**config.mk**
```make
export PLATFORM = sky130hd
export DESIGN_NAME = ure_top
export DESIGN_NICKNAME = d
export VERILOG_FILES = /design/src/inc/ure_pkg.sv /design/src/inc/ure_char_if.sv /design/src/design/ure_top.sv /design/src/design/ure_sampler.sv
export SDC_FILE = /design/constraint.sdc
export NUM_CORES = 1
export LEC_CHECK = 0
export BUFFER_PORTS_ARGS = -buffer_cell sky130_fd_sc_hd__buf_2
export CORE_MARGIN = 2
export CORE_UTILIZATION = 52
export CTS_CLUSTER_SIZE = 8
export DETAILED_ROUTE_END_ITERATION = 10
export PLACE_DENSITY_LB_ADDON = 0.05
export SLEW_MARGIN = 25
export SYNTH_ARGS = -nofsm -noshare
export SYNTH_HDL_FRONTEND = slang
export SYNTH_SLANG_ARGS = --single-unit
export TNS_END_PERCENT = 50
```
**constraint.sdc**
```tcl
create_clock -name clk_sys_i -period 3.2 [get_ports clk_sys_i]
set_clock_uncertainty 0.2 [all_clocks]
set_input_delay 0.64 -clock clk_sys_i [delete_from_list [all_inputs] [get_ports clk_sys_i]]
set_output_delay 0.64 -clock clk_sys_i [all_outputs]
set_load 0.01 [all_outputs]
```
**src/inc/ure_pkg.sv**
```systemverilog
// Constants shared by the receive error and timeout block.
// Assumes a 32-bit APB register bus and an 8-bit character.
package ure_pkg;
  // Register byte offsets
  localparam logic [7:0] OFF_DATA  = 8'h00;
  localparam logic [7:0] OFF_ERR   = 8'h04;
  localparam logic [7:0] OFF_TOUT  = 8'h0c;
  localparam logic [7:0] OFF_FLAG  = 8'h18;
  localparam logic [7:0] OFF_LINE  = 8'h1c;
  localparam logic [7:0] OFF_DIV   = 8'h24;
  localparam logic [7:0] OFF_CTRL  = 8'h30;
  localparam logic [7:0] OFF_MASK  = 8'h38;
  localparam logic [7:0] OFF_IRQ   = 8'h3c;
  // Error field positions (status register, data word high byte)
  localparam int ERR_FRAME = 0;
  localparam int ERR_PAR   = 1;
  localparam int ERR_BRK   = 2;
  localparam int ERR_OVR   = 3;
  localparam int DATA_ERR  = 8;
  // Line control bits
  localparam int LINE_PEN   = 1;
  localparam int LINE_EVEN  = 2;
  localparam int LINE_STICK = 7;
  // Control bits
  localparam int CTRL_OVS = 0;
  localparam int CTRL_FEN = 4;
  // Flag bits
  localparam int FLAG_EMPTY = 4;
  localparam int FLAG_FULL  = 6;
  // Interrupt bits
  localparam int IRQ_TOUT = 0;
  localparam int IRQ_ERR  = 1;
  localparam int IRQ_OVR  = 2;
  localparam int IRQ_W    = 3;
  // Widths and reset values
  localparam int TOUT_W = 22;
  localparam int DIV_W  = 16;
  localparam logic [TOUT_W-1:0] TOUT_RST = 22'h00_01ff;
  localparam logic [DIV_W-1:0]  DIV_RST  = 16'h000d;
  localparam logic [7:0]        LINE_RST = 8'h00;
  localparam logic [7:0]        CTRL_RST = 8'h10;
  // Oversampling factors
  localparam logic [4:0] OVS_16 = 5'h10;
  localparam logic [4:0] OVS_8  = 5'h08;
  typedef enum logic [2:0] {
    RX_IDLE, RX_START, RX_DATA, RX_PAR, RX_STOP, RX_BRK
  } ure_rx_st_t;
endpackage

```
**src/inc/ure_char_if.sv**
```systemverilog
// Link between the line sampler and the register side.
// Assumes one clock; tick is a one-cycle oversample enable.
`timescale 1ns/100ps
`default_nettype none
interface ure_char_if;
  logic       tick;
  logic       ovs8;
  logic       par_en;
  logic       par_even;
  logic       par_stick;
  logic       valid;
  logic [7:0] data;
  logic       fe;
  logic       pe;
  logic       be;
  modport rcv (input tick, ovs8, par_en, par_even, par_stick,
               output valid, data, fe, pe, be);
  modport top (output tick, ovs8, par_en, par_even, par_stick,
               input valid, data, fe, pe, be);
endinterface
`default_nettype wire

```
**src/design/ure_top.sv**
```systemverilog
// Receive error status and receive timeout block of a UART, APB slave.
// Assumes one 25 MHz clock; rxd_i is asynchronous to it.
//
// How it works
// - Stop bit sampled low sets the framing fault bit 0.
// - Parity mismatch against line control bits 2 and 7 sets bit 1.
// - Line low over a whole character time sets the break bit 2.
// - A break loads exactly one zero character into the FIFO.
// - After a break, wait for marking line then a valid start bit.
// - Character finishing with the FIFO full sets overrun bit 3.
// - On overrun FIFO entries stay untouched; nothing is written.
// - Any write to the error clear register clears all four flags, except an overrun or a new head into an empty FIFO in the same cycle.
// - With FIFO on, flags describe the character at the FIFO head.
// - Timeout period is 22 bits read-write, reset 0x1FF.
// - Timeout interrupt when FIFO holds data and nothing new arrives.
// - Period counts oversample ticks: sixteen or eight per bit.
`timescale 1ns/100ps
`default_nettype none
module ure_top #(
  parameter int DEPTH = 16
) (
  // Clock and reset
  input  wire logic        clk_sys_i,
  input  wire logic        reset_n_i,
  // APB slave
  input  wire logic        psel_i,
  input  wire logic        penable_i,
  input  wire logic        pwrite_i,
  input  wire logic [7:0]  paddr_i,
  input  wire logic [31:0] pwdata_i,
  output logic [31:0]      prdata_o,
  output logic             pready_o,
  output logic             pslverr_o,
  // Serial line and interrupt
  input  wire logic        rxd_i,
  output logic             irq_o
);
  localparam int AW = $clog2(DEPTH);
  localparam int EW = 11;

  typedef struct packed {
    logic                               pready;
    logic [31:0]                        prdata;
    logic                               pslverr;
    logic                               took;
    logic [DEPTH-1:0][EW-1:0]           mem;
    logic [AW-1:0]                      wptr;
    logic [AW-1:0]                      rptr;
    logic [AW:0]                        cnt;
    logic                               hide;
    logic                               ovr;
    logic [ure_pkg::TOUT_W-1:0]         period;
    logic [ure_pkg::DIV_W-1:0]          div;
    logic [ure_pkg::DIV_W-1:0]          dcnt;
    logic                               tick;
    logic [7:0]                         line;
    logic [7:0]                         ctrl;
    logic [ure_pkg::IRQ_W-1:0]          mask;
    logic [ure_pkg::IRQ_W-1:0]          ists;
    logic [ure_pkg::TOUT_W-1:0]         tcnt;
    logic                               irq;
  } ure_top_t;
  ure_top_t r_q, r_d;

  ure_char_if ch ();

  logic           done;
  logic           wr;
  logic           rd;
  logic           full;
  logic           empty;
  logic           push;
  logic           pop;
  logic [3:0]     err_now;
  logic [31:0]    rdata;
  logic           hit;
  logic [EW-1:0]  head;

  ////////////////////////////////////////////////////////////////////
  // Line sampler
  ure_sampler u_smp (
    .clk_sys_i (clk_sys_i),
    .reset_n_i (reset_n_i),
    .rxd_i     (rxd_i),
    .ch        (ch)
  );

  // Configuration towards the sampler
  assign ch.tick      = r_q.tick;
  assign ch.ovs8      = r_q.ctrl[ure_pkg::CTRL_OVS];
  assign ch.par_en    = r_q.line[ure_pkg::LINE_PEN];
  assign ch.par_even  = r_q.line[ure_pkg::LINE_EVEN];
  assign ch.par_stick = r_q.line[ure_pkg::LINE_STICK];

  ////////////////////////////////////////////////////////////////////
  // Bus phase and FIFO status
  assign done  = psel_i && penable_i && r_q.pready;
  assign wr    = done && pwrite_i;
  assign rd    = done && !pwrite_i;
  assign empty = r_q.cnt == '0;
  // Without the FIFO only a single holding entry is used
  assign full  = r_q.ctrl[ure_pkg::CTRL_FEN] ?
                 (r_q.cnt == (AW+1)'(DEPTH)) : !empty;
  assign push  = ch.valid && !full;
  // Pop only an entry the read has shown; a late arrival stays queued
  assign pop   = rd && (paddr_i == ure_pkg::OFF_DATA) && r_q.took;
  assign head  = r_q.mem[r_q.rptr];

  // Error status: head entry flags, hidden after a clear
  always_comb begin
    err_now                   = '0;
    if (!empty && !r_q.hide) begin
      err_now[ure_pkg::ERR_BRK:ure_pkg::ERR_FRAME] = head[10:8];
    end
    err_now[ure_pkg::ERR_OVR] = r_q.ovr;
  end

  ////////////////////////////////////////////////////////////////////
  // Read data decode
  always_comb begin
    rdata = '0;
    hit   = 1'b1;
    if (paddr_i == ure_pkg::OFF_DATA) begin
      rdata[EW-1:0]                          = empty ? '0 : head;
      rdata[ure_pkg::DATA_ERR+ure_pkg::ERR_OVR] = r_q.ovr;
    end else if (paddr_i == ure_pkg::OFF_ERR) begin
      rdata[3:0] = err_now;
    end else if (paddr_i == ure_pkg::OFF_TOUT) begin
      rdata[ure_pkg::TOUT_W-1:0] = r_q.period;
    end else if (paddr_i == ure_pkg::OFF_FLAG) begin
      rdata[ure_pkg::FLAG_EMPTY] = empty;
      rdata[ure_pkg::FLAG_FULL]  = full;
    end else if (paddr_i == ure_pkg::OFF_LINE) begin
      rdata[7:0] = r_q.line;
    end else if (paddr_i == ure_pkg::OFF_DIV) begin
      rdata[ure_pkg::DIV_W-1:0] = r_q.div;
    end else if (paddr_i == ure_pkg::OFF_CTRL) begin
      rdata[7:0] = r_q.ctrl;
    end else if (paddr_i == ure_pkg::OFF_MASK) begin
      rdata[ure_pkg::IRQ_W-1:0] = r_q.mask;
    end else if (paddr_i == ure_pkg::OFF_IRQ) begin
      rdata[ure_pkg::IRQ_W-1:0] = r_q.ists;
    end else begin
      hit = 1'b0;
    end
  end

  ////////////////////////////////////////////////////////////////////
  // Next state
  always_comb begin
    r_d = r_q;
    // One wait cycle: answer in the cycle after the access phase starts
    r_d.pready  = psel_i && penable_i && !r_q.pready;
    if (psel_i && penable_i && !r_q.pready) begin
      r_d.prdata  = pwrite_i ? '0 : rdata;
      r_d.pslverr = !hit;
      r_d.took    = !empty;                                        // Head shown
    end
    // Oversample tick divider
    r_d.tick = 1'b0;
    if (r_q.dcnt >= r_q.div) begin
      r_d.dcnt = '0;
      r_d.tick = 1'b1;
    end else begin
      r_d.dcnt = ure_pkg::DIV_W'(r_q.dcnt + 1'b1);
    end
    // Register writes
    if (wr) begin
      if (paddr_i == ure_pkg::OFF_ERR) begin
        r_d.hide = 1'b1;
        r_d.ovr  = 1'b0;
      end else if (paddr_i == ure_pkg::OFF_TOUT) begin
        r_d.period = pwdata_i[ure_pkg::TOUT_W-1:0];
      end else if (paddr_i == ure_pkg::OFF_LINE) begin
        r_d.line = pwdata_i[7:0];
      end else if (paddr_i == ure_pkg::OFF_DIV) begin
        r_d.div = pwdata_i[ure_pkg::DIV_W-1:0];
      end else if (paddr_i == ure_pkg::OFF_CTRL) begin
        r_d.ctrl = pwdata_i[7:0];
      end else if (paddr_i == ure_pkg::OFF_MASK) begin
        r_d.mask = pwdata_i[ure_pkg::IRQ_W-1:0];
      end
    end
    // Read of interrupt status clears it
    if (rd && paddr_i == ure_pkg::OFF_IRQ) begin
      r_d.ists = '0;
    end
    // FIFO write; full drops the character, entries kept
    if (push) begin
      r_d.mem[r_q.wptr] = {ch.be, ch.pe, ch.fe, ch.data};
      r_d.wptr          = AW'(r_q.wptr + 1'b1);
    end
    if (pop) begin
      r_d.rptr = AW'(r_q.rptr + 1'b1);
      r_d.hide = 1'b0;
    end
    // A fresh head after an empty FIFO shows its own flags; beats a clear
    if (push && empty) begin
      r_d.hide = 1'b0;
    end
    r_d.cnt = (AW+1)'(r_q.cnt + push - pop);
    // Overrun: set wins over clear
    if (ch.valid && full) begin
      r_d.ovr                  = 1'b1;
      r_d.ists[ure_pkg::IRQ_OVR] = 1'b1;
    end
    if (ch.valid && (ch.fe || ch.pe || ch.be)) begin
      r_d.ists[ure_pkg::IRQ_ERR] = 1'b1;
    end
    // Receive timeout counted in oversample ticks
    if (ch.valid || empty) begin
      r_d.tcnt = '0;
    end else if (r_q.tick && r_q.tcnt < r_q.period) begin
      r_d.tcnt = ure_pkg::TOUT_W'(r_q.tcnt + 1'b1);
      if (r_d.tcnt == r_q.period) begin
        r_d.ists[ure_pkg::IRQ_TOUT] = 1'b1;
      end
    end
    r_d.irq = |(r_d.ists & r_q.mask);
  end

  ////////////////////////////////////////////////////////////////////
  // State register
  always_ff @(posedge clk_sys_i) begin
    if (!reset_n_i) begin
      r_q        <= '0;
      r_q.period <= ure_pkg::TOUT_RST;
      r_q.div    <= ure_pkg::DIV_RST;
      r_q.line   <= ure_pkg::LINE_RST;
      r_q.ctrl   <= ure_pkg::CTRL_RST;
    end else begin
      r_q <= r_d;
    end
  end

  ////////////////////////////////////////////////////////////////////
  // Outputs
  assign prdata_o  = r_q.prdata;
  assign pready_o  = r_q.pready;
  assign pslverr_o = r_q.pslverr;
  assign irq_o     = r_q.irq;

  ////////////////////////////////////////////////////////////////////
  // Checks
  chk_ecr_clear: assert property (@(posedge clk_sys_i) disable iff (!reset_n_i)
    wr && paddr_i == ure_pkg::OFF_ERR && !ch.valid |=> !r_q.ovr && r_q.hide)
    else $error("Error clear write left flags set");
  chk_overrun_set: assert property (@(posedge clk_sys_i) disable iff (!reset_n_i)
    ch.valid && full |=> r_q.ovr)
    else $error("Overrun not flagged");
  chk_overrun_keep: assert property (@(posedge clk_sys_i) disable iff (!reset_n_i)
    ch.valid && full |=> r_q.wptr == $past(r_q.wptr) && r_q.mem == $past(r_q.mem))
    else $error("FIFO changed on overrun");
  chk_head_flags: assert property (@(posedge clk_sys_i) disable iff (!reset_n_i)
    push && empty |=> err_now[2:0] == $past({ch.be, ch.pe, ch.fe}))
    else $error("Error flags not from FIFO head");
  chk_period_reset: assert property (@(posedge clk_sys_i)
    $rose(reset_n_i) |-> r_q.period == ure_pkg::TOUT_RST)
    else $error("Timeout period reset value wrong");
  chk_tout_restart: assert property (@(posedge clk_sys_i) disable iff (!reset_n_i)
    ch.valid || empty |=> r_q.tcnt == '0)
    else $error("Timeout count not restarted");
  chk_tout_fire: assert property (@(posedge clk_sys_i) disable iff (!reset_n_i)
    r_q.tick && !ch.valid && !empty && r_q.tcnt == ure_pkg::TOUT_W'(r_q.period - 1'b1)
    && r_q.period != '0 |=> r_q.ists[ure_pkg::IRQ_TOUT])
    else $error("Timeout interrupt missing");
  chk_irq_level: assert property (@(posedge clk_sys_i) disable iff (!reset_n_i)
    ##1 irq_o == |($past(r_d.ists) & $past(r_q.mask)))
    else $error("Interrupt output does not follow status");

  // Handshake and FIFO bookkeeping
  chk_ready_pulse: assert property (@(posedge clk_sys_i) disable iff (!reset_n_i)
    r_q.pready |=> !r_q.pready)
    else $error("Ready held longer than one cycle");
  chk_fifo_bound: assert property (@(posedge clk_sys_i) disable iff (!reset_n_i)
    r_q.cnt <= (AW+1)'(DEPTH))
    else $error("FIFO count beyond depth");
  chk_head_keep: assert property (@(posedge clk_sys_i) disable iff (!reset_n_i)
    push && !empty && !pop && !wr |=> err_now[2:0] == $past(err_now[2:0]))
    else $error("Newer character changed head flags");

  // Error and interrupt flags
  chk_ovr_hold: assert property (@(posedge clk_sys_i) disable iff (!reset_n_i)
    r_q.ovr && !(wr && paddr_i == ure_pkg::OFF_ERR) |=> r_q.ovr)
    else $error("Overrun dropped without a clear");
  chk_irq_clear: assert property (@(posedge clk_sys_i) disable iff (!reset_n_i)
    rd && paddr_i == ure_pkg::OFF_IRQ && !ch.valid && !r_q.tick |=> r_q.ists == '0)
    else $error("Interrupt status not cleared by read");

  // Timeout counter and tick divider
  chk_period_write: assert property (@(posedge clk_sys_i) disable iff (!reset_n_i)
    wr && paddr_i == ure_pkg::OFF_TOUT |=> r_q.period == $past(pwdata_i[ure_pkg::TOUT_W-1:0]))
    else $error("Timeout period write lost");
  chk_tick_gap: assert property (@(posedge clk_sys_i) disable iff (!reset_n_i)
    r_q.tick && r_q.div != '0 |=> !r_q.tick)
    else $error("Oversample ticks too close");
  chk_tout_ticks: assert property (@(posedge clk_sys_i) disable iff (!reset_n_i)
    !r_q.tick && !ch.valid && !empty |=> r_q.tcnt == $past(r_q.tcnt))
    else $error("Timeout count moved without a tick");
  chk_tout_hold: assert property (@(posedge clk_sys_i) disable iff (!reset_n_i)
    r_q.tcnt == r_q.period && !ch.valid && !empty |=> r_q.tcnt == $past(r_q.tcnt))
    else $error("Timeout count ran past the period");
endmodule // ure_top
`default_nettype wire

```
**src/design/ure_sampler.sv**
```systemverilog
// Serial line sampler: frames one 8-bit character with optional parity.
// Assumes rxd_i is asynchronous and tick comes from the top divider.
`timescale 1ns/100ps
`default_nettype none
module ure_sampler (
  // Clock and reset
  input  wire logic    clk_sys_i,
  input  wire logic    reset_n_i,
  // Serial line
  input  wire logic    rxd_i,
  // Character link
  ure_char_if.rcv      ch
);
  typedef struct packed {
    logic                s1;
    logic                s2;
    ure_pkg::ure_rx_st_t st;
    logic [4:0]          cnt;
    logic [2:0]          bitn;
    logic [7:0]          sh;
    logic                pbit;
    logic                valid;
    logic                fe;
    logic                pe;
    logic                be;
  } ure_smp_t;
  ure_smp_t s_q, s_d;
  logic [4:0] full_bit;
  logic [4:0] half_bit;
  logic       at_mid;
  logic       exp_par;

  ////////////////////////////////////////////////////////////////////
  // Bit timing and expected parity
  assign full_bit = ch.ovs8 ? ure_pkg::OVS_8 : ure_pkg::OVS_16;
  assign half_bit = {1'b0, full_bit[4:1]};
  assign at_mid   = ch.tick && (s_q.cnt == 5'((s_q.st == ure_pkg::RX_START ?
                    half_bit : full_bit) - 5'h01));
  assign exp_par  = ch.par_stick ? ~ch.par_even :
                    (ch.par_even ? ^s_q.sh : ~^s_q.sh);

  ////////////////////////////////////////////////////////////////////
  // Next state
  always_comb begin
    s_d       = s_q;
    s_d.s1    = rxd_i;
    s_d.s2    = s_q.s1;
    s_d.valid = 1'b0;
    if (ch.tick) begin
      s_d.cnt = 5'(s_q.cnt + 5'h01);
    end
    if (at_mid) begin
      s_d.cnt = 5'h00;
    end
    case (s_q.st)
      ure_pkg::RX_IDLE: begin
        s_d.cnt = 5'h00;
        if (!s_q.s2) begin
          s_d.st = ure_pkg::RX_START;
        end
      end
      ure_pkg::RX_START: begin
        if (at_mid) begin
          s_d.st   = s_q.s2 ? ure_pkg::RX_IDLE : ure_pkg::RX_DATA;
          s_d.bitn = 3'h0;
        end
      end
      ure_pkg::RX_DATA: begin
        if (at_mid) begin
          s_d.sh   = {s_q.s2, s_q.sh[7:1]};
          s_d.bitn = 3'(s_q.bitn + 3'h1);
          if (s_q.bitn == 3'h7) begin
            s_d.st = ch.par_en ? ure_pkg::RX_PAR : ure_pkg::RX_STOP;
          end
        end
      end
      ure_pkg::RX_PAR: begin
        if (at_mid) begin
          s_d.pbit = s_q.s2;
          s_d.pe   = s_q.s2 != exp_par;
          s_d.st   = ure_pkg::RX_STOP;
        end
      end
      ure_pkg::RX_STOP: begin
        if (at_mid) begin
          s_d.valid = 1'b1;
          s_d.fe    = !s_q.s2;
          // Whole character time low: one zero character, then wait
          s_d.be    = !s_q.s2 && (s_q.sh == 8'h00) &&
                      !(ch.par_en && s_q.pbit);
          if (!ch.par_en) begin
            s_d.pe = 1'b0;
          end
          if (s_d.be) begin
            s_d.pe = 1'b0;
            s_d.st = ure_pkg::RX_BRK;
          end else begin
            s_d.st = ure_pkg::RX_IDLE;
          end
        end
      end
      ure_pkg::RX_BRK: begin
        // Line must mark again before a new start bit counts
        if (s_q.s2) begin
          s_d.st = ure_pkg::RX_IDLE;
        end
      end
      default: s_d.st = ure_pkg::RX_IDLE;
    endcase
  end

  ////////////////////////////////////////////////////////////////////
  // State register
  always_ff @(posedge clk_sys_i) begin
    if (!reset_n_i) begin
      s_q    <= '0;
      s_q.s1 <= 1'b1;
      s_q.s2 <= 1'b1;
      s_q.st <= ure_pkg::RX_IDLE;
    end else begin
      s_q <= s_d;
    end
  end

  ////////////////////////////////////////////////////////////////////
  // Character outputs
  assign ch.valid = s_q.valid;
  assign ch.data  = s_q.sh;
  assign ch.fe    = s_q.fe;
  assign ch.pe    = s_q.pe;
  assign ch.be    = s_q.be;

  ////////////////////////////////////////////////////////////////////
  // Checks
  chk_break_zero: assert property (@(posedge clk_sys_i) disable iff (!reset_n_i)
    s_q.valid && s_q.be |-> s_q.sh == 8'h00 && s_q.st == ure_pkg::RX_BRK)
    else $error("Break did not give one zero character");
  chk_break_mark: assert property (@(posedge clk_sys_i) disable iff (!reset_n_i)
    s_q.st == ure_pkg::RX_BRK && !s_q.s2 |=> s_q.st == ure_pkg::RX_BRK)
    else $error("Left break wait while line still low");
endmodule // ure_sampler
`default_nettype wire

```
==> flow_summary.yaml, run 1 <==
status:
  outcome: "completed"
setup_path:
  worstSetupPathType: "register to register"
  crit_slowest_cell: "or3_1"
  crit_path_start_kind: "register"
  crit_arrival_ns: 3.28
  crit_path_start: "r_q[105]$_SDFF_PN0_"
  crit_family: "simple AND/OR/NAND/NOR gates"
  slowest_delay_ns: 0.42
  critPathRequiredTime_ns: 3.48
  rrSetupSlack_ns: 0.20
  cp-end-kind: "register"
  crit_path_end: "r_q[23]$_SDFF_PN0_"
  path_depth: 11
  crit_buf_inv: 3
  reg2reg_from: "r_q[105]$_SDFF_PN0_"
  reg2reg_to: "r_q[23]$_SDFF_PN0_"
  cp_max_fo: 6
  r2r_cells: 11
  path_cells: "inv_1, ha_1, nor4b_2, buf_4, or3_1, or3_1, nor4_2, nand4_1, a2111oi_2, buf_4, a31o_1"
synthesis:
  synth-edff-count: 0
  synth_top_area_cell: "dfxtp_1"
  syn-cell-area_um2: 17300
  synth-seq-area-share_pct: 39.6
  synth.area.top_cells: "dfxtp_1 40%, mux4_2 7.2%, nand2_1 5.8%"
  ys_ff_latch: 342
  synth_ff_type: "dfxtp_1"
  ys_top_cells_by_count: "342 x dfxtp_1, 265 x nand2_1, 173 x o21ai_0, 149 x nor2_1, 143 x a21oi_1"
  synth_warnings: 0
  synth_top_area_share_pct: 39.6
  yosysMostFrequentCell: "dfxtp_1"
  syn_area_per_cell_um2: 8.75
  async_flop_share_pct: 0
  post_synth_num_cell_types: 77
  synth_cells: 1976
floorplanning:
  num_rows: 66
  start_util_pct: 53.0
  ioPinCount: 81
  die_w_um: 186
  fp.dieH_um: 186
  core_um2: 32600
  dieArea_um2: 34700
clock_network:
  clock_latency_ns: 0.55
  clockBufferDepth: 3
  ctsHoldBuffers: 0
  numCtsBuffers: 48
  postCtsSetupBuffers: 0
  clk_pin_slew_worst_paths_ns: 0.05
  clkSinkCount: 342
  clock-root-buffer: "clkbuf_16"
  htree_levels: 2
  cts_tree: "done"
route:
  drcViolationCount: 0
  wl_um: 45600
  viasPerCell: 5.73
  via_count: 13900
  wl_per_cell_um: 18.8
  first_iter_violations: 967
  dr.pass1.iters: 5
  antenna_left: 0
finish:
  post-route-util_pct: 59.0
  fin_nets: 2082
  drive_gt1_share_pct: 14.5
  finish.instance_area_um2: 19200
  syn2layout_area_growth_pct: 11.3
  final_cells: 2422
timing:
  slew_violations: 0
  period_minus_slack_ns: 3.00
  hold_viol_final: 0
  setup_viol: 0
  setup_tns_ns: 0
  rsz0062_at_grt: "no"
  fin_hold_ws_ns: 0.0792
  fin_crit_sh_pct: 93.7
  worst_pin_slew_ns: 0.857
  max_slew_margin_pct: 42.8
  timing.fmax_ghz: 0.333
global_route:
  grt_util_all_layers_pct: 26.4
  grt_antenna_before_repair: 1
  grt_max_degree: 173
  grt_pass1_wl_um: 72800
  grt_pass1_vias: 13500
  overflow: 0
power:
  irDropWorstVdd_mv: 0.394
  p_leak_uw: 0.00678
  power_density_nw_per_um2: 463
run:
  drv_cap: 0
placement:
  place_inst: 2368
  placed_area_um2: 18000
  port_buffers: 60
  dp_hpwl_um: 31900
  place.gp.congestion: 0.864
min_path:
  hold_class: "input port to register"
[through the flow]
step	total power, uW	setup slack, ns
after global routing	9190	0.0417
after detailed placement	4590	0.0315
after global placement	4590	0.0386
after CTS	9000	0.00821
after floorplan	4510	-0.0721
final	8900	0.200
[kinds of logic after synthesis]
| family | after synthesis | synth area share, % |
|---|---|---|
| flops | 342 | 39.6 |
| fa+ha+maj | 60 | 4.39 |
| compound gates | 478 | 16.8 |
| xor+xnor | 82 | 4.16 |
| other cells | 1 | 0.0217 |
| buf+inv | 265 | 6.78 |
| simple gates | 620 | 16.9 |
| mux | 128 | 11.4 |
[sequential cells by signal, indices dropped and copies added, names as in the netlist]
signal          count
pslverr_o           1
ch.par_even         1
u_smp.ch.be         1
prdata_o           22
u_smp.ch.data       8
u_smp.ch.pe         1
ch.par_en           1
u_smp.s_q          13
ch.par_stick        1
pready_o            1
u_smp.s_d           1
irq_o               1
ch.tick             1
u_smp.ch.valid      1
r_q               285
u_smp.ch.fe         1
ch.ovs8             1
err_now             1
[report_power, final]
group,internal [uW],leakage [uW],switching (uW)
Clock,2630,0.000606,1760
Sequential,4280,0.00276,7.93
Combinational,73.1,0.00341,152
[how the worst min path moves through the flow]
| stage | from | depth (start not counted) | end | slack [ns] |
|---|---|---|---|---|
| floorplan | u_smp.s_d[24]$_SDFF_PN1_ | 1 | u_smp.s_q[24]$_SDFF_PN1_ | 0.19 |
| global placement | u_smp.s_d[24]$_SDFF_PN1_ | 1 | u_smp.s_q[24]$_SDFF_PN1_ | 0.19 |
| detailed placement | u_smp.s_d[24]$_SDFF_PN1_ | 1 | u_smp.s_q[24]$_SDFF_PN1_ | 0.20 |
| CTS | rxd_i | 2 | u_smp.s_d[24]$_SDFF_PN1_ | 0.06 |
| global route | rxd_i | 2 | u_smp.s_d[24]$_SDFF_PN1_ | 0.09 |
| finish | rxd_i | 2 | u_smp.s_d[24]$_SDFF_PN1_ | 0.08 |
[repair_timing]
action                                  4_1_cts  5_1_grt
gates cloned                                  0        0
endpoints found under the hold margin         0        0
endpoints found under the setup margin        1       89
resized for setup                             1       12
[area by class of cell]
type	instances	area, um2
well taps	442	553
clock buffers	51	1210
diodes	1	2.50
multi-input cells	1378	9390
clock inverters	2	25.0
repair buffers	136	936
inverters	70	265
flip-flops and latches	342	6850
fillers	2953	13400
[layout by cell type (no fill, tap or decap), types with 16 or more instances in the layout]
cell type / n
mux4_2: 55
mux2i_1: 73
ha_1: 57
clkbuf_16: 48
xor2_1: 31
a21boi_0: 60
buf_4: 72
o21ai_0: 172
nor2b_1: 28
and2_1: 23
a22oi_1: 19
o211ai_1: 16
nand2_1: 265
a21oi_1: 143
nor3_1: 22
nand3_1: 27
buf_2: 59
inv_1: 67
nand4_1: 24
nor2_1: 137
dfxtp_1: 340
xnor2_1: 51
[per-layer routing]
metal	vias up	wire length, um	part of all wire, %	global-route usage [%]
met2	306	22800	50	48.0
met5	-	0	0	0
met3	75	1960	4.3	3.68
li1	6801	-	-	-
met4	0	1080	2.4	7.69
met1	6698	19800	43	32.6
Power figures use the tool's default switching activity.
==> run 2: changes to the inputs <==
--- a/config.mk
+++ b/config.mk
@@ -10,7 +10,7 @@
 export CORE_UTILIZATION = 52
 export CTS_CLUSTER_SIZE = 8
 export DETAILED_ROUTE_END_ITERATION = 10
-export PLACE_DENSITY_LB_ADDON = 0.05
+export PLACE_DENSITY = 0.75
 export SLEW_MARGIN = 25
 export SYNTH_ARGS = -nofsm -noshare
 export SYNTH_HDL_FRONTEND = slang
==> flow_summary.yaml, run 2 (synthesis gave the netlist of run 1 again) <==
placement:
  place.gp.congestion: 0.893
  place_inst: 2369
  placed_area_um2: 18000
  dp_hpwl_um: 31700
  port_buffers: 60
  dp_slack_ns: -0.113
power:
  p_leak_uw: 0.00679
  power_density_nw_per_um2: 465
  irDropWorstVdd_mv: 0.397
floorplanning:
  core_um2: 32600
  fp.dieH_um: 186
  die_w_um: 186
  ioPinCount: 81
  start_util_pct: 53.0
  num_rows: 66
  dieArea_um2: 34700
global_route:
  grt_pass1_vias: 14200
  grt_max_degree: 96
  grt_antenna_before_repair: 0
  overflow: 0
  grt_pass1_wl_um: 74100
  grt_util_all_layers_pct: 27.0
clock_network:
  clk_pin_slew_worst_paths_ns: 0.05
  ctsHoldBuffers: 0
  htree_levels: 2
  clockBufferDepth: 3
  postCtsSetupBuffers: 0
  cts_resized: 0
  numCtsBuffers: 48
  clock_latency_ns: 0.57
  cts_tree: "done"
  clock-root-buffer: "clkbuf_16"
  clkSinkCount: 342
finish:
  syn2layout_area_growth_pct: 11.5
  finish.instance_area_um2: 19300
  drive_gt1_share_pct: 14.5
  final_cell_mix: "340 x dfxtp_1, 265 x nand2_1, 172 x o21ai_0"
  fin_nets: 2083
  post-route-util_pct: 59.1
  final_cells: 2423
  largest_register_ff_count: 285
  layout_commonest_cell: "dfxtp_1"
  regMostFlops: "r_q"
timing:
  setup_ws_ns: 0.150
  hold_viol_final: 0
  rsz0062_at_grt: "yes"
  max_slew_margin_pct: 38.3
  slew_violations: 0
  timing.fmax_ghz: 0.328
  setup_viol: 0
  period_minus_slack_ns: 3.05
  fin_crit_sh_pct: 95.3
  worst_pin_slew_ns: 0.926
  fin_hold_ws_ns: 0.0670
route:
  viasPerCell: 5.97
  antenna_left: 0
  drcViolationCount: 0
  topRoutingLayerUsed: "met4"
  wl_met2_um: 22100
  wl_met3_um: 3600
  met1_length_um: 18900
  first_iter_violations: 1292
  wl_per_cell_um: 19.1
  wl_um: 46300
  dr.pass1.iters: 6
  via_count: 14500
setup_path:
  rrSetupSlack_ns: 0.15
  cp-end-kind: "register"
  crit_arrival_ns: 3.34
  worstSetupPathType: "register to register"
  r2r_cells: 10
  critPathRequiredTime_ns: 3.49
  cp_max_fo: 3
  crit_path_start_kind: "register"
min_path:
  min_path_cells: 2
  hold_class: "input port to register"
status:
  outcome: "completed"
run:
  drv_cap: 0
==> run 2: stage by stage <==
| step | setup TNS, ns | power [uW] |
|---|---|---|
| 6_report | 0 | 8950 |
| 5_1_grt | -0.00238 | 9190 |
| 4_1_cts | 0 | 9000 |
| 3_5_place_dp | -0.159 | 4580 |
| 3_3_place_gp | -0.123 | 4580 |
| 2_1_floorplan | -0.0721 | 4510 |
==> run 2: path summary, 6_finish.rpt <==
check	startpoint	to
worst max register to register	r_q[104]$_SDFF_PN0_	irq_o$_SDFF_PN0_
worst min-delay path	rxd_i	u_smp.s_d[24]$_SDFF_PN1_
worst max-delay path	r_q[104]$_SDFF_PN0_	irq_o$_SDFF_PN0_
worst min register to register	u_smp.s_d[24]$_SDFF_PN1_	u_smp.s_q[24]$_SDFF_PN1_
==> run 2: cell type report <==
cell class	instances	area, um2
Fill cell	2810	13400
Antenna cell	1	2.50
Timing Repair Buffer	137	947
Clock inverter	3	47.5
Sequential cell	342	6850
Clock buffer	50	1220
Inverter	70	265
Multi-Input combinational cell	1378	9380
Tap cell	442	553
==> run 2: power breakdown <==
group	switching [uW]	total [uW]	internal, uW
clock network	1780	4440	2660
registers	8.11	4280	4280
logic	153	224	71.1
total	1940	8950	7010
==> run 2: worst max-delay path, stage by stage (launching register included) <==
cell       delay [ns]
dfxtp_1          0.33
inv_1            0.06
ha_1             0.20
nor4b_2          0.17
or3_1            0.39
or3_1            0.40
nor4_1           0.33
nand4_1          0.18
a2111oi_2        0.38
buf_4            0.20
a21o_1           0.13
==> run 2: per-layer routing <==
metal | vias up | GRT usage (%)
met1 | 6961 | 33.3
met5 | - | 0
met3 | 128 | 5.12
li1 | 6807 | -
met2 | 567 | 46.2
met4 | 0 | 11.5
==> run 3: changes to the inputs <==
--- a/config.mk
+++ b/config.mk
@@ -7,10 +7,10 @@
 export LEC_CHECK = 0
 export BUFFER_PORTS_ARGS = -buffer_cell sky130_fd_sc_hd__buf_2
 export CORE_MARGIN = 2
-export CORE_UTILIZATION = 52
+export CORE_UTILIZATION = 55
 export CTS_CLUSTER_SIZE = 8
 export DETAILED_ROUTE_END_ITERATION = 10
-export PLACE_DENSITY = 0.75
+export PLACE_DENSITY = 0.78
 export SLEW_MARGIN = 25
 export SYNTH_ARGS = -nofsm -noshare
 export SYNTH_HDL_FRONTEND = slang
==> flow_summary.yaml, run 3 (synthesis gave the netlist of run 1 again) <==
status:
  outcome: "completed"
clock_network:
  htree_levels: 2
  clk_pin_slew_worst_paths_ns: 0.05
  clock-root-buffer: "clkbuf_16"
  cts_tree: "done"
  clkSinkCount: 342
  clock_latency_ns: 0.55
  clockBufferDepth: 3
  numCtsBuffers: 48
finish:
  regMostFlops: "r_q"
  finish.instance_area_um2: 19200
  final_cell_mix: "340 x dfxtp_1, 265 x nand2_1, 172 x o21ai_0"
  post-route-util_pct: 62.6
  multi_input_area_um2: 9420
  regArea_um2: 6850
  fin_nets: 2089
  largest_register_ff_count: 285
  fill_cells: 2521
  layout_commonest_cell: "dfxtp_1"
  drive_gt1_share_pct: 14.8
  syn2layout_area_growth_pct: 11.3
timing:
  max_slew_margin_pct: 28.7
  setup_tns_ns: 0
  period_minus_slack_ns: 3.03
  fin_hold_ws_ns: 0.0813
  rsz0062_at_grt: "no"
  fin_crit_sh_pct: 94.7
  hold_viol_final: 0
  timing.fmax_ghz: 0.330
  setup_viol: 0
  worst_pin_slew_ns: 1.07
  slew_violations: 0
route:
  via_count: 14500
  wl_per_cell_um: 19.2
  drcViolationCount: 0
  antenna_left: 0
  dr.pass1.iters: 6
  viasPerCell: 6.09
  wl_um: 45700
  first_iter_violations: 1305
setup_path:
  reg2reg_to: "r_q[156]$_SDFFE_PN0P_"
  r2r_cells: 11
  rrSetupSlack_ns: 0.17
  critPathRequiredTime_ns: 3.40
  reg2reg_from: "r_q[104]$_SDFF_PN0_"
  crit_arrival_ns: 3.23
  worstSetupPathType: "register to register"
  cp-end-kind: "register"
  cp_max_fo: 11
  crit_path_start_kind: "register"
global_route:
  grt_max_degree: 101
  top_usage_layer: "met2"
  overflow: 0
  grtUsageMet1_pct: 34.8
  grt_pass1_vias: 14200
  grt_antenna_before_repair: 1
  grt_pass1_wl_um: 73900
  grt_util_all_layers_pct: 27.5
  grtUsageMet2_pct: 47.9
  met3_usage_pct: 4.15
placement:
  dp_hpwl_um: 31400
  place.gp.congestion: 0.908
  placed_area_um2: 17900
  port_buffers: 60
run:
  drv_cap: 0
power:
  power_density_nw_per_um2: 466
  total_power_uw: 8960
  p_leak_uw: 0.00681
  irDropWorstVdd_mv: 0.391
floorplanning:
  ioPinCount: 81
  num_rows: 64
  start_util_pct: 56.2
  dieArea_um2: 32900
  fp.dieH_um: 181
  die_w_um: 181
  core_um2: 30700
min_path:
  min_to: "u_smp.s_d[24]$_SDFF_PN1_"
  min_path_cells: 2
  hold_class: "input port to register"
  hp-start: "rxd_i"
==> run 3: cell types whose count changed in the layout (fill, tap and decap cells not counted), moves of 2 or more <==
cell	delta
buf_4	+10
nor3_4	+2
nor3_2	-2
buf_12	-3
==> run 3: timing repair <==
item                                    in CTS  in global routing
gates cloned                                 0                  0
resized for setup                            9                  6
endpoints found under the setup margin      60                 80
pin swaps                                    0                  1
hold buffers                                 0                  0
setup buffers                                0                  1
==> run 3: routing by layer <==
metal	vias up	share of wire, %	wire (um)
met5	-	0	0
li1	6824	-	-
met1	7002	41	18700
met3	109	6.9	3160
met2	578	49	22400
met4	0	3.0	1390
==> run 3: through the flow <==
stage	instances	worst slack, ns
4_1_cts	2380	-0.00648
6_report	2382	0.169
3_5_place_dp	2328	-0.107
5_1_grt	2381	0.0381
2_1_floorplan	1985	-0.0721
3_3_place_gp	2328	-0.0802
==> run 3: final cells by class <==
class                      instances  area share [%]
timing repair buffer             143            4.94
antenna                            1          0.0130
clock inverter                     3           0.234
multi-input combinational       1378            48.9
sequential                       342            35.6
inverter                          70            1.38
clock buffer                      49            6.32
tap                              396            2.58
==> run 3: power breakdown <==
part           leakage [uW]  switching, uW  internal (uW)
combinational       0.00344            151           71.0
sequential          0.00276           8.30           4280
clock              0.000620           1790           2660
==> run 3: worst max-delay path, cell delays in order, from the launching register on <==
cell	delay, ns
dfxtp_1	0.31
inv_1	0.08
ha_1	0.19
nor4b_4	0.33
a21oi_2	0.10
nor2b_1	0.18
buf_4	0.18
nand2_1	0.35
nor3_4	0.37
buf_4	0.27
mux2i_1	0.25
nor2_1	0.06
==> run 3: how the worst max path moves through the flow <==
stage / cells after the start / endpoint / slack [ns] / start
after global placement: 15 / r_q[106]$_SDFF_PN0_ / -0.08 / paddr_i[6]
after CTS: 10 / r_q[172]$_SDFFE_PN0P_ / -0.006 / r_q[104]$_SDFF_PN0_
after floorplan: 16 / r_q[106]$_SDFF_PN0_ / -0.07 / paddr_i[6]
after detailed placement: 15 / r_q[106]$_SDFF_PN0_ / -0.11 / paddr_i[6]
final: 11 / r_q[156]$_SDFFE_PN0P_ / 0.17 / r_q[104]$_SDFF_PN0_
after global routing: 16 / r_q[106]$_SDFF_PN0_ / 0.04 / r_q[104]$_SDFF_PN0_
